[src/rtl/bfc_pkg.sv]
// Package of constants and types for the banked flash command controller.
package bfc_pkg;
  // ---------------------------------------------------------------
  // Host register map of the controller.
  // ---------------------------------------------------------------
  localparam logic [3:0] REG_CTRL = 4'h0;
  localparam logic [3:0] REG_ADDR = 4'h1;
  localparam logic [3:0] REG_WDATA = 4'h2;
  localparam logic [3:0] REG_STAT = 4'h3;
  localparam logic [3:0] REG_RDATA = 4'h4;
  // Control word fields (opcode in the low nibble, flags above).
  localparam int CTRL_OP_LSB = 0;
  localparam int CTRL_GO_BIT = 4;
  localparam int CTRL_ACCEL_BIT = 5;
  localparam int CTRL_WPROT_BIT = 6;
  localparam int CTRL_STANDBY_BIT = 7;
  localparam int CTRL_RESET_BIT = 8;
  // Status word fields.
  localparam int STAT_BUSY_BIT = 0;
  localparam int STAT_DONE_BIT = 1;
  localparam int STAT_FAIL_BIT = 2;
  localparam int STAT_RDY_BIT = 3;
  localparam int STAT_BYPASS_BIT = 4;
  localparam int STAT_SUSP_BIT = 5;
  // ---------------------------------------------------------------
  // Command cycle codes written on the word data lines.
  // ---------------------------------------------------------------
  localparam logic [15:0] UNLOCK_ADDR1 = 16'h0555;
  localparam logic [15:0] UNLOCK_ADDR2 = 16'h02aa;
  localparam logic [15:0] UNLOCK_DATA1 = 16'h00aa;
  localparam logic [15:0] UNLOCK_DATA2 = 16'h0055;
  localparam logic [15:0] CMD_PROGRAM = 16'h00a0;
  localparam logic [15:0] CMD_ERASE_SETUP = 16'h0080;
  localparam logic [15:0] CMD_SECTOR_ERASE = 16'h0030;
  localparam logic [15:0] CMD_CHIP_ERASE = 16'h0010;
  localparam logic [15:0] CMD_BYPASS_ENTER = 16'h0020;
  localparam logic [15:0] CMD_BYPASS_EXIT1 = 16'h0090;
  localparam logic [15:0] CMD_BYPASS_EXIT2 = 16'h0000;
  localparam logic [15:0] CMD_SUSPEND = 16'h00b0;
  localparam logic [15:0] CMD_RESUME = 16'h0030;
  localparam logic [15:0] CMD_RESET = 16'h00f0;
  localparam logic [15:0] CMD_SECURE_ENTER = 16'h0088;
  localparam logic [15:0] CMD_SECURE_EXIT = 16'h0090;
  localparam logic [15:0] CMD_QUERY = 16'h0098;
  localparam logic [15:0] QUERY_ADDR = 16'h0055;
  // ---------------------------------------------------------------
  // Timing at 250 MHz.
  // ---------------------------------------------------------------
  localparam int CLK_MHZ = 250;
  localparam int T_WRITE_NS = 40;
  localparam int T_READ_NS = 70;
  localparam int T_PAGE_NS = 25;
  localparam int T_RESET_NS = 500;
  localparam int WRITE_CYC = (T_WRITE_NS * CLK_MHZ + 999) / 1000;
  localparam int READ_CYC = (T_READ_NS * CLK_MHZ + 999) / 1000;
  localparam int PAGE_CYC = (T_PAGE_NS * CLK_MHZ + 999) / 1000;
  localparam int RESET_CYC = (T_RESET_NS * CLK_MHZ + 999) / 1000;
  localparam int PAGE_WORDS = 8;
  // Host operation codes.
  typedef enum logic [3:0] {
    OP_READ = 4'h0,
    OP_PROGRAM = 4'h1,
    OP_SECTOR_ERASE = 4'h2,
    OP_CHIP_ERASE = 4'h3,
    OP_BYPASS_ENTER = 4'h4,
    OP_BYPASS_EXIT = 4'h5,
    OP_SUSPEND = 4'h6,
    OP_RESUME = 4'h7,
    OP_SECURE_ENTER = 4'h8,
    OP_SECURE_EXIT = 4'h9,
    OP_QUERY = 4'ha,
    OP_RESET_CMD = 4'hb
  } bfc_op_t;
  typedef enum logic [2:0] {
    ST_IDLE = 3'b000,
    ST_WRITE = 3'b001,
    ST_GAP = 3'b010,
    ST_READ = 3'b011,
    ST_POLL = 3'b100,
    ST_HWRST = 3'b101
  } bfc_state_t;
endpackage
[src/rtl/bfc_flash_host.sv]
// Host-side controller that drives a banked NOR flash through its pins.
// What this block does
// - Bypass mode programs with two write cycles.
// - Commands are ordinary bus write cycles.
// - Poll bit 7 inverted, bit 6 toggles.
// - Secured sector read during suspend needs entry/exit.
//
// The address map and the plain strobed port were left to the implementer.
`timescale 1ns/1ns
`default_nettype none
module bfc_flash_host
  import bfc_pkg::*;
#(
  parameter int ADDR_W = 22,
  parameter int DATA_W = 16,
  parameter int POLL_LIMIT = 65535
) (
  input wire logic clk,
  input wire logic rst,
  input wire logic [3:0] regAddr,
  input wire logic [31:0] regWdata,
  input wire logic regWrite,
  input wire logic regRead,
  output logic [31:0] regRdata,
  output logic [ADDR_W-1:0] flashAddr,
  input wire logic [DATA_W-1:0] word_data_lines_in,
  output logic [DATA_W-1:0] word_data_lines_out,
  output logic word_data_lines_oe,
  output logic chipEnable_n,
  output logic writeEnable_n,
  output logic outputEnable_n,
  output logic hwReset_n,
  output logic protect_accel_pin,
  output logic program_accel_in,
  input wire logic ready_busy_n_out
);
  // ---------------------------------------------------------------
  // State.
  // ---------------------------------------------------------------
  bfc_state_t state_r, state_nxt;
  logic [8:0] ctrl_r, ctrl_nxt;
  logic [ADDR_W-1:0] addr_r, addr_nxt, fAddr_r, fAddr_nxt;
  logic [DATA_W-1:0] wdata_r, wdata_nxt, fData_r, fData_nxt, rdata_r, rdata_nxt;
  logic [DATA_W-1:0] lastPoll_r, lastPoll_nxt;
  logic [2:0] step_r, step_nxt, nSteps_r, nSteps_nxt;
  logic [7:0] cnt_r, cnt_nxt;
  logic [16:0] polls_r, polls_nxt;
  logic busy_r, busy_nxt, done_r, done_nxt, fail_r, fail_nxt;
  logic bypass_r, bypass_nxt, susp_r, susp_nxt, pollOp_r, pollOp_nxt;
  logic pageOk_r, pageOk_nxt, oe_r, oe_nxt, we_r, we_nxt, ce_r, ce_nxt, rstn_r, rstn_nxt;
  logic [ADDR_W-4:0] page_r, page_nxt;
  logic [31:0] rd_r, rd_nxt;
  // Command sequence table: one address/data pair per bus write step.
  logic [ADDR_W-1:0] seqA;
  logic [DATA_W-1:0] seqD;
  logic [2:0] seqLen;
  logic seqPoll;
  bfc_op_t op;
  assign op = bfc_op_t'(ctrl_r[CTRL_OP_LSB +: 4]);
  // Builds each write cycle of the chosen command; bypass shortens program.
  always_comb begin
    // Command addresses are 16 bits wide and are zero-extended onto the flash address.
    seqA = ADDR_W'(UNLOCK_ADDR1);
    seqD = UNLOCK_DATA1;
    seqLen = 3'd4;
    seqPoll = 1'b0;
    unique case (op)
      OP_PROGRAM: begin
        seqPoll = 1'b1;
        if (bypass_r) begin
          seqLen = 3'd2;
          seqA = (step_r == 3'd0) ? addr_r : addr_r;
          seqD = (step_r == 3'd0) ? CMD_PROGRAM : wdata_r;
        end else begin
          seqA = (step_r == 3'd1) ? ADDR_W'(UNLOCK_ADDR2) :
                 (step_r == 3'd3) ? addr_r : ADDR_W'(UNLOCK_ADDR1);
          seqD = (step_r == 3'd0) ? UNLOCK_DATA1 : (step_r == 3'd1) ? UNLOCK_DATA2 :
                 (step_r == 3'd2) ? CMD_PROGRAM : wdata_r;
        end
      end
      OP_SECTOR_ERASE, OP_CHIP_ERASE: begin
        seqLen = 3'd6;
        seqPoll = 1'b1;
        seqA = (step_r == 3'd1 || step_r == 3'd4) ? ADDR_W'(UNLOCK_ADDR2) :
               (step_r == 3'd5 && op == OP_SECTOR_ERASE) ? addr_r :
               ADDR_W'(UNLOCK_ADDR1);
        seqD = (step_r == 3'd0 || step_r == 3'd3) ? UNLOCK_DATA1 :
               (step_r == 3'd1 || step_r == 3'd4) ? UNLOCK_DATA2 :
               (step_r == 3'd2) ? CMD_ERASE_SETUP :
               (op == OP_SECTOR_ERASE) ? CMD_SECTOR_ERASE : CMD_CHIP_ERASE;
      end
      OP_BYPASS_ENTER, OP_SECURE_ENTER, OP_SECURE_EXIT: begin
        seqLen = (op == OP_SECURE_EXIT) ? 3'd4 : 3'd3;
        seqA = (step_r == 3'd1) ? ADDR_W'(UNLOCK_ADDR2) : ADDR_W'(UNLOCK_ADDR1);
        seqD = (step_r == 3'd0) ? UNLOCK_DATA1 : (step_r == 3'd1) ? UNLOCK_DATA2 :
               (step_r == 3'd3) ? CMD_BYPASS_EXIT2 :
               (op == OP_BYPASS_ENTER) ? CMD_BYPASS_ENTER :
               (op == OP_SECURE_ENTER) ? CMD_SECURE_ENTER : CMD_SECURE_EXIT;
      end
      OP_BYPASS_EXIT: begin
        seqLen = 3'd2;
        seqA = addr_r;
        seqD = (step_r == 3'd0) ? CMD_BYPASS_EXIT1 : CMD_BYPASS_EXIT2;
      end
      OP_SUSPEND, OP_RESUME, OP_QUERY, OP_RESET_CMD: begin
        seqLen = 3'd1;
        seqA = (op == OP_QUERY) ? ADDR_W'(QUERY_ADDR) : addr_r;
        seqD = (op == OP_SUSPEND) ? CMD_SUSPEND : (op == OP_RESUME) ? CMD_RESUME :
               (op == OP_QUERY) ? CMD_QUERY : CMD_RESET;
        seqPoll = (op == OP_RESUME);
      end
      default: begin
        seqLen = 3'd0;
      end
    endcase
  end
  // ---------------------------------------------------------------
  // Main sequencer: register writes start work, the pins follow it.
  // ---------------------------------------------------------------
  always_comb begin
    state_nxt = state_r;
    ctrl_nxt = ctrl_r;
    addr_nxt = addr_r;
    wdata_nxt = wdata_r;
    fAddr_nxt = fAddr_r;
    fData_nxt = fData_r;
    rdata_nxt = rdata_r;
    lastPoll_nxt = lastPoll_r;
    step_nxt = step_r;
    nSteps_nxt = nSteps_r;
    cnt_nxt = cnt_r;
    polls_nxt = polls_r;
    busy_nxt = busy_r;
    done_nxt = done_r;
    fail_nxt = fail_r;
    bypass_nxt = bypass_r;
    susp_nxt = susp_r;
    pollOp_nxt = pollOp_r;
    pageOk_nxt = pageOk_r;
    page_nxt = page_r;
    oe_nxt = 1'b0;
    we_nxt = 1'b0;
    ce_nxt = 1'b0;
    rstn_nxt = 1'b1;
    // Status reads: a read clears the sticky done and fail flags,
    // but a completion in the same cycle wins below.
    rd_nxt = 32'h0;
    if (regRead) begin
      unique case (regAddr)
        REG_CTRL: rd_nxt = {23'h0, ctrl_r};
        REG_ADDR: rd_nxt = {{(32-ADDR_W){1'b0}}, addr_r};
        REG_WDATA: rd_nxt = {16'h0, wdata_r};
        REG_STAT: begin
          rd_nxt = {26'h0, susp_r, bypass_r, ready_busy_n_out, fail_r, done_r, busy_r};
          done_nxt = 1'b0;
          fail_nxt = 1'b0;
        end
        REG_RDATA: rd_nxt = {16'h0, rdata_r};
        default: rd_nxt = 32'h0;
      endcase
    end
    // A latched start or reset counts as busy, so no write can alter a command in flight.
    if (regWrite && !busy_r && !ctrl_r[CTRL_GO_BIT] && !ctrl_r[CTRL_RESET_BIT]) begin
      unique case (regAddr)
        REG_CTRL: ctrl_nxt = regWdata[8:0];
        REG_ADDR: addr_nxt = regWdata[ADDR_W-1:0];
        REG_WDATA: wdata_nxt = regWdata[DATA_W-1:0];
        default: ;
      endcase
    end
    unique case (state_r)
      ST_IDLE: begin
        ce_nxt = ctrl_r[CTRL_STANDBY_BIT];
        if (ctrl_r[CTRL_RESET_BIT]) begin
          ctrl_nxt[CTRL_RESET_BIT] = 1'b0;
          cnt_nxt = 8'(RESET_CYC);
          busy_nxt = 1'b1;
          state_nxt = ST_HWRST;
        end else if (ctrl_r[CTRL_GO_BIT]) begin
          ctrl_nxt[CTRL_GO_BIT] = 1'b0;
          busy_nxt = 1'b1;
          step_nxt = 3'd0;
          if (op == OP_READ) begin
            // Same 8-word page as last read takes the short access.
            cnt_nxt = (pageOk_r && page_r == addr_r[ADDR_W-1:3]) ?
                      8'(PAGE_CYC) : 8'(READ_CYC);
            page_nxt = addr_r[ADDR_W-1:3];
            pageOk_nxt = 1'b1;
            state_nxt = ST_READ;
          end else begin
            nSteps_nxt = seqLen;
            pollOp_nxt = seqPoll;
            pageOk_nxt = 1'b0;
            cnt_nxt = 8'(WRITE_CYC);
            state_nxt = ST_WRITE;
          end
        end
      end
      ST_WRITE: begin
        fAddr_nxt = seqA;
        fData_nxt = seqD;
        we_nxt = 1'b1;
        oe_nxt = 1'b0;
        cnt_nxt = cnt_r - 8'd1;
        if (cnt_r == 8'd1) begin
          cnt_nxt = 8'(WRITE_CYC);
          state_nxt = ST_GAP;
        end
      end
      ST_GAP: begin
        cnt_nxt = cnt_r - 8'd1;
        if (cnt_r == 8'd1) begin
          cnt_nxt = 8'(WRITE_CYC);
          if (step_r + 3'd1 < nSteps_r) begin
            step_nxt = step_r + 3'd1;
            state_nxt = ST_WRITE;
          end else if (pollOp_r) begin
            polls_nxt = 17'd0;
            fAddr_nxt = addr_r;
            cnt_nxt = 8'(READ_CYC);
            state_nxt = ST_POLL;
          end else begin
            if (op == OP_BYPASS_ENTER) bypass_nxt = 1'b1;
            if (op == OP_BYPASS_EXIT || op == OP_RESET_CMD) bypass_nxt = 1'b0;
            if (op == OP_SUSPEND) susp_nxt = 1'b1;
            busy_nxt = 1'b0;
            done_nxt = 1'b1;
            state_nxt = ST_IDLE;
          end
        end
      end
      ST_READ: begin
        fAddr_nxt = addr_r;
        oe_nxt = 1'b1;
        cnt_nxt = cnt_r - 8'd1;
        if (cnt_r == 8'd1) begin
          rdata_nxt = word_data_lines_in;
          busy_nxt = 1'b0;
          done_nxt = 1'b1;
          state_nxt = ST_IDLE;
        end
      end
      ST_POLL: begin
        // Two reads in a row that agree mean the toggle bit has stopped.
        oe_nxt = (cnt_r != 8'd1);
        cnt_nxt = cnt_r - 8'd1;
        if (cnt_r == 8'd1) begin
          lastPoll_nxt = word_data_lines_in;
          polls_nxt = polls_r + 17'd1;
          cnt_nxt = 8'(READ_CYC);
          if (polls_r != 17'd0 && word_data_lines_in[6] == lastPoll_r[6]) begin
            // A protected target ends with wrong data; flag it.
            fail_nxt = (op == OP_PROGRAM) && (word_data_lines_in[7] != wdata_r[7]);
            rdata_nxt = word_data_lines_in;
            if (op == OP_RESUME) susp_nxt = 1'b0;
            busy_nxt = 1'b0;
            done_nxt = 1'b1;
            state_nxt = ST_IDLE;
          end else if (polls_r == 17'(POLL_LIMIT)) begin
            fail_nxt = 1'b1;
            busy_nxt = 1'b0;
            done_nxt = 1'b1;
            state_nxt = ST_IDLE;
          end
        end
      end
      ST_HWRST: begin
        rstn_nxt = 1'b0;
        cnt_nxt = cnt_r - 8'd1;
        if (cnt_r == 8'd1) begin
          bypass_nxt = 1'b0;
          susp_nxt = 1'b0;
          pageOk_nxt = 1'b0;
          busy_nxt = 1'b0;
          done_nxt = 1'b1;
          state_nxt = ST_IDLE;
        end
      end
      default: state_nxt = ST_IDLE;
    endcase
  end
  // Registers only.
  always_ff @(posedge clk or posedge rst) begin
    if (rst) begin
      state_r <= ST_IDLE;
      ctrl_r <= 9'h000;
      addr_r <= '0;
      wdata_r <= '0;
      fAddr_r <= '0;
      fData_r <= '0;
      rdata_r <= '0;
      lastPoll_r <= '0;
      step_r <= 3'h0;
      nSteps_r <= 3'h0;
      cnt_r <= 8'h00;
      polls_r <= 17'h00000;
      busy_r <= 1'b0;
      done_r <= 1'b0;
      fail_r <= 1'b0;
      bypass_r <= 1'b0;
      susp_r <= 1'b0;
      pollOp_r <= 1'b0;
      pageOk_r <= 1'b0;
      page_r <= '0;
      oe_r <= 1'b0;
      we_r <= 1'b0;
      ce_r <= 1'b0;
      rstn_r <= 1'b0;
      rd_r <= 32'h0;
    end else begin
      state_r <= state_nxt;
      ctrl_r <= ctrl_nxt;
      addr_r <= addr_nxt;
      wdata_r <= wdata_nxt;
      fAddr_r <= fAddr_nxt;
      fData_r <= fData_nxt;
      rdata_r <= rdata_nxt;
      lastPoll_r <= lastPoll_nxt;
      step_r <= step_nxt;
      nSteps_r <= nSteps_nxt;
      cnt_r <= cnt_nxt;
      polls_r <= polls_nxt;
      busy_r <= busy_nxt;
      done_r <= done_nxt;
      fail_r <= fail_nxt;
      bypass_r <= bypass_nxt;
      susp_r <= susp_nxt;
      pollOp_r <= pollOp_nxt;
      pageOk_r <= pageOk_nxt;
      page_r <= page_nxt;
      oe_r <= oe_nxt;
      we_r <= we_nxt;
      ce_r <= ce_nxt;
      rstn_r <= rstn_nxt;
      rd_r <= rd_nxt;
    end
  end
  // ---------------------------------------------------------------
  // Pins from flip-flops; chip enable is also gated with the idle state.
  // ---------------------------------------------------------------
  assign regRdata = rd_r;
  assign flashAddr = fAddr_r;
  assign word_data_lines_out = fData_r;
  assign word_data_lines_oe = we_r;
  assign writeEnable_n = ~we_r;
  assign outputEnable_n = ~oe_r;
  // Chip stays deselected (standby) only when idle and standby is asked.
  assign chipEnable_n = ce_r && (state_r == ST_IDLE);
  assign hwReset_n = rstn_r;
  assign protect_accel_pin = ~ctrl_r[CTRL_WPROT_BIT];
  assign program_accel_in = ctrl_r[CTRL_ACCEL_BIT];
endmodule
`default_nettype wire

[config.mk]
export PLATFORM = sky130hd
export DESIGN_NAME = bfc_flash_host
export DESIGN_NICKNAME = d
export VERILOG_FILES = /design/src/rtl/bfc_pkg.sv /design/src/rtl/bfc_flash_host.sv
export SDC_FILE = /design/constraint.sdc
export NUM_CORES = 1
export LEC_CHECK = 0
export ABC_CLOCK_PERIOD_IN_PS = 6350
export BUFFER_PORTS_ARGS = -buffer_cell sky130_fd_sc_hd__buf_2
export CORE_MARGIN = 3
export CORE_UTILIZATION = 58
export DETAILED_ROUTE_END_ITERATION = 10
export PLACE_DENSITY_LB_ADDON = 0.1
export SYNTH_ARGS = -nofsm -noshare
export SYNTH_HDL_FRONTEND = slang
export SYNTH_SLANG_ARGS = --single-unit
[constraint.sdc]
create_clock -name clk -period 6.35 [get_ports clk]
set_input_delay 0.3175 -clock clk [delete_from_list [all_inputs] [get_ports clk]]
set_output_delay 0.3175 -clock clk [all_outputs]
set_load 0.02 [all_outputs]
==> impl_summary.txt <==
----------------------------------------------------
[Worst setup path]
  Type of origin of the critical path ... register
  Data required time of the worst path ... 6.73 ns
  CP cell instances ... ha_1 -> ha_1 -> inv_1 -> ha_1 -> nand2_1 -> o21ai_1 -> a41oi_1 -> or2_1 -> a31oi_2 -> a22o_1
  Largest incremental delay on the critical path ... 0.76 ns
  Most frequent CP cell ... ha_1
  Top Family by Delay on Critical Path ... compound AO/OA/AOI/OAI gates
  Standard cell with the maximum stage delay on the critical path ... a31oi_2
  Worst setup EP type ... register
  Arr. time, crit path ... 4.06 ns
  Combined buffer and inverter count along the critical path ... 1
  Worst setup path class ... reg2reg
  Maximum fanout count along the critical path ... 27

[Flow run]
  Number of max-capacitance violations reported ... 0

[Layout]
  Final standard cell utilization of the core ... 67.0%
  Non-filler instance count after layout ... 1212
  Diodes inserted ... 0
  Proportion of layout cells with a drive suffix above 1 ... 24.8%
  Number of nets in the final layout ... 1052
  Synthesis-to-finish area growth ... 13.1%

[Clock network]
  Num Clock Sinks ... 188
  TritonCTS clock tree ... done
  CTS clock-pin slew for the worst setup and hold paths ... 0.08 ns
  Largest buffer count on any clock path ... 2
  Worst-skew pair later-pin latency ... 0.44 ns
  Number of CTS-inserted buffers ... 17
  Post-CTS Resized ... 0
  Count of H-tree levels built during CTS ... 4
  Root Driver ... clkbuf_16
  Total setup buffers inserted after CTS ... 0
  CTS Hold Buffers Added ... 0

[Yosys]
  Async SR Flop Fraction ... 100%
  Sequential element share of the synthesized area ... 49.8%
  Library cell with the largest summed area after synthesis ... dfrtp_1
  Top cells by area in the synthesized netlist ... dfrtp_1 (50%), mux2_2 (8.7%), nand2_1 (2.9%)
  Cell with the most instances after synthesis ... dfrtp_1
  Cell count after synthesis ... 897
  Post-Synthesis Cell Area ... 9450 sq um
  Mapped Avg Cell Area ... 10.5 sq um
  Number of distinct library cells after synthesis ... 79
  Yosys warning total ... 0
  Register bit total from synthesis ... 188
  Leading post-synthesis cells by instance count ... dfrtp_1 (188), nand2_1 (74), mux2_2 (73)
  Number of synthesized flops with an enable pin ... 0
  Most frequently used flop master after synthesis ... dfrtp_1
  Synth top area share ... 49.8%

[Global routing]
  Vias in the first global route ... 7150
  Wire length of the first global-routing pass ... 38400 um
  Total grt overflow ... 0
  Global routing usage summed across all routing layers ... 27.3%
  Maximum number of pins on one net before global-route repair ... 118
  Antenna violations before repair ... 0

[Timing]
  Final worst path period need ... 3.68 ns
  Measured slew at the worst slew-check pin ... 1.17 ns
  Hold violation count in the final report ... 0
  Worst setup skew after layout ... 0.00901 ns
  Number of setup violations in the final report ... 0
  Smallest setup slack after layout ... 2.67 ns
  Worst slew margin relative to its limit ... 22.1%
  Sum of negative setup slack ... 0 ns
  Setup repair after global routing missed its margin ... no
  F_max ... 0.271 GHz
  Share of the clock period used by the worst path after layout ... 58.0%
  Max Transition Viols Final ... 0

[Floorplanning]
  Die extent in x ... 134 um
  Die height ... 134 um
  Number of cell rows ... 46
  Full die area ... 17900 sq um
  Starting density of the core ... 59.3%
  Number of ports placed on the die boundary ... 134
  Area of the placeable core ... 15900 sq um

[Placement]
  Buffers added on ports ... 113
  Number of instances in the placed design ... 1180
  Pre-CTS setup slack ... 2.63 ns
  Final Wtd Congestion ... 0.921
  HPWL Detailed ... 16500 um

[Detailed routing]
  Via count ... 7446
  Wire length after detailed routing ... 24200 um
  Number of iterations in the first detailed-routing pass ... 6
  Via/cell ratio ... 6.14
  Drt initial violations ... 774
  Average wire per standard cell ... 19.9 um
  Number of remaining DRC errors ... 0
  Number of nets with antenna violations after detailed routing ... 0

[Power]
  Overall Power ... 2.36 mW
  PD cells ... 221 nW/um^2
  Leakage power ... 5.13 nW
  Worst supply voltage drop on vdd ... 0.213 mV

[Hold path]
  Path class of the lowest-slack min-delay path ... in2async

[Outcome]
  Outcome ... completed

----------------------------------------------------
[per-stage QoR]
step,instance area [sq um],hold slack (ns)
4_1_cts,10700,0.0592
6_report,10700,0.0211
3_5_place_dp,10100,0.466
2_1_floorplan,9490,0.450
5_1_grt,10700,0.0802
3_3_place_gp,10100,0.459
[sequential cells by signal, summed over array words and instances (netlist names), 3 cells and up]
register             count
addr_r                  22
cnt_r                    8
ctrl_r                   9
flashAddr               22
nSteps_r                 3
page_r                  19
polls_r                 17
rdata_r                 16
regRdata                22
state_r                  3
step_r                   3
wdata_r                 16
word_data_lines_out     16
[logic make-up after synthesis]
logic type / Yosys count / share of synthesized area, %
XOR/XNOR: 31 / 2.87
adder cells (fa/ha/maj): 12 / 1.59
AND/OR/NAND/NOR: 260 / 14.1
flip-flops: 188 / 49.8
AO/OA/AOI/OAI: 234 / 17.5
other: 1 / 0.0397
multiplexers: 84 / 9.95
buffers and inverters: 87 / 4.18
[layout make-up]
cell class                 instances  area (sq um)
inverter                          24          97.6
tap                              216           270
multi-input combinational        631          4390
clock buffer                      17           425
timing repair buffer             121           626
fill                            1287          5260
sequential                       188          4700
clock inverter                    15           170
[final timing paths]
check | cells past startpoint | slack, ns | endpoint | startpoint
setup / recovery | 10 | 2.67 | flashAddr[12] | step_r[0]
hold / removal | 2 | 0.02 | ctrl_r[1] | rst
setup reg to reg | 10 | 2.67 | flashAddr[12] | step_r[0]
hold reg to reg | 1 | 0.48 | flashAddr[2] | flashAddr[2]
max in group asynchronous | 3 | 4.88 | susp_r | rst
min in group clk | 2 | 0.09 | rdata_r[14] | word_data_lines_in[14]
[power breakdown]
part,internal (mW),total (mW),switching [mW]
registers,1.21,1.22,0.00910
logic,0.0253,0.0826,0.0574
clock network,0.530,1.06,0.534
total,1.76,2.36,0.600
[placed cells by master, fill, tap and decap left out, drive strengths merged, types with 7 or more instances in the layout]
cell type / n
a21oi: 54
clkbuf: 17
clkinv: 8
mux2: 80
a222oi: 16
nor2b: 11
nand2: 74
and3: 12
a22oi: 10
xor2: 14
or3: 8
a22o: 24
o21ai: 45
dfrtp: 188
inv: 30
a31oi: 13
nand3: 11
buf: 121
nor3: 14
nand4: 9
a21o: 9
xnor2: 17
nand2b: 12
ha: 12
o22a: 7
nor2: 69
conb: 10
nor4: 13
[metal layers]
metal	global-route usage, %	routed length, um	up-vias
li1	-	-	3454
met1	39.0	10800	3687
met2	42.9	11400	270
met3	4.65	1500	35
met4	8.91	486	0
met5	0	0	-
No activity file was read; power rests on OpenSTA's default activity.
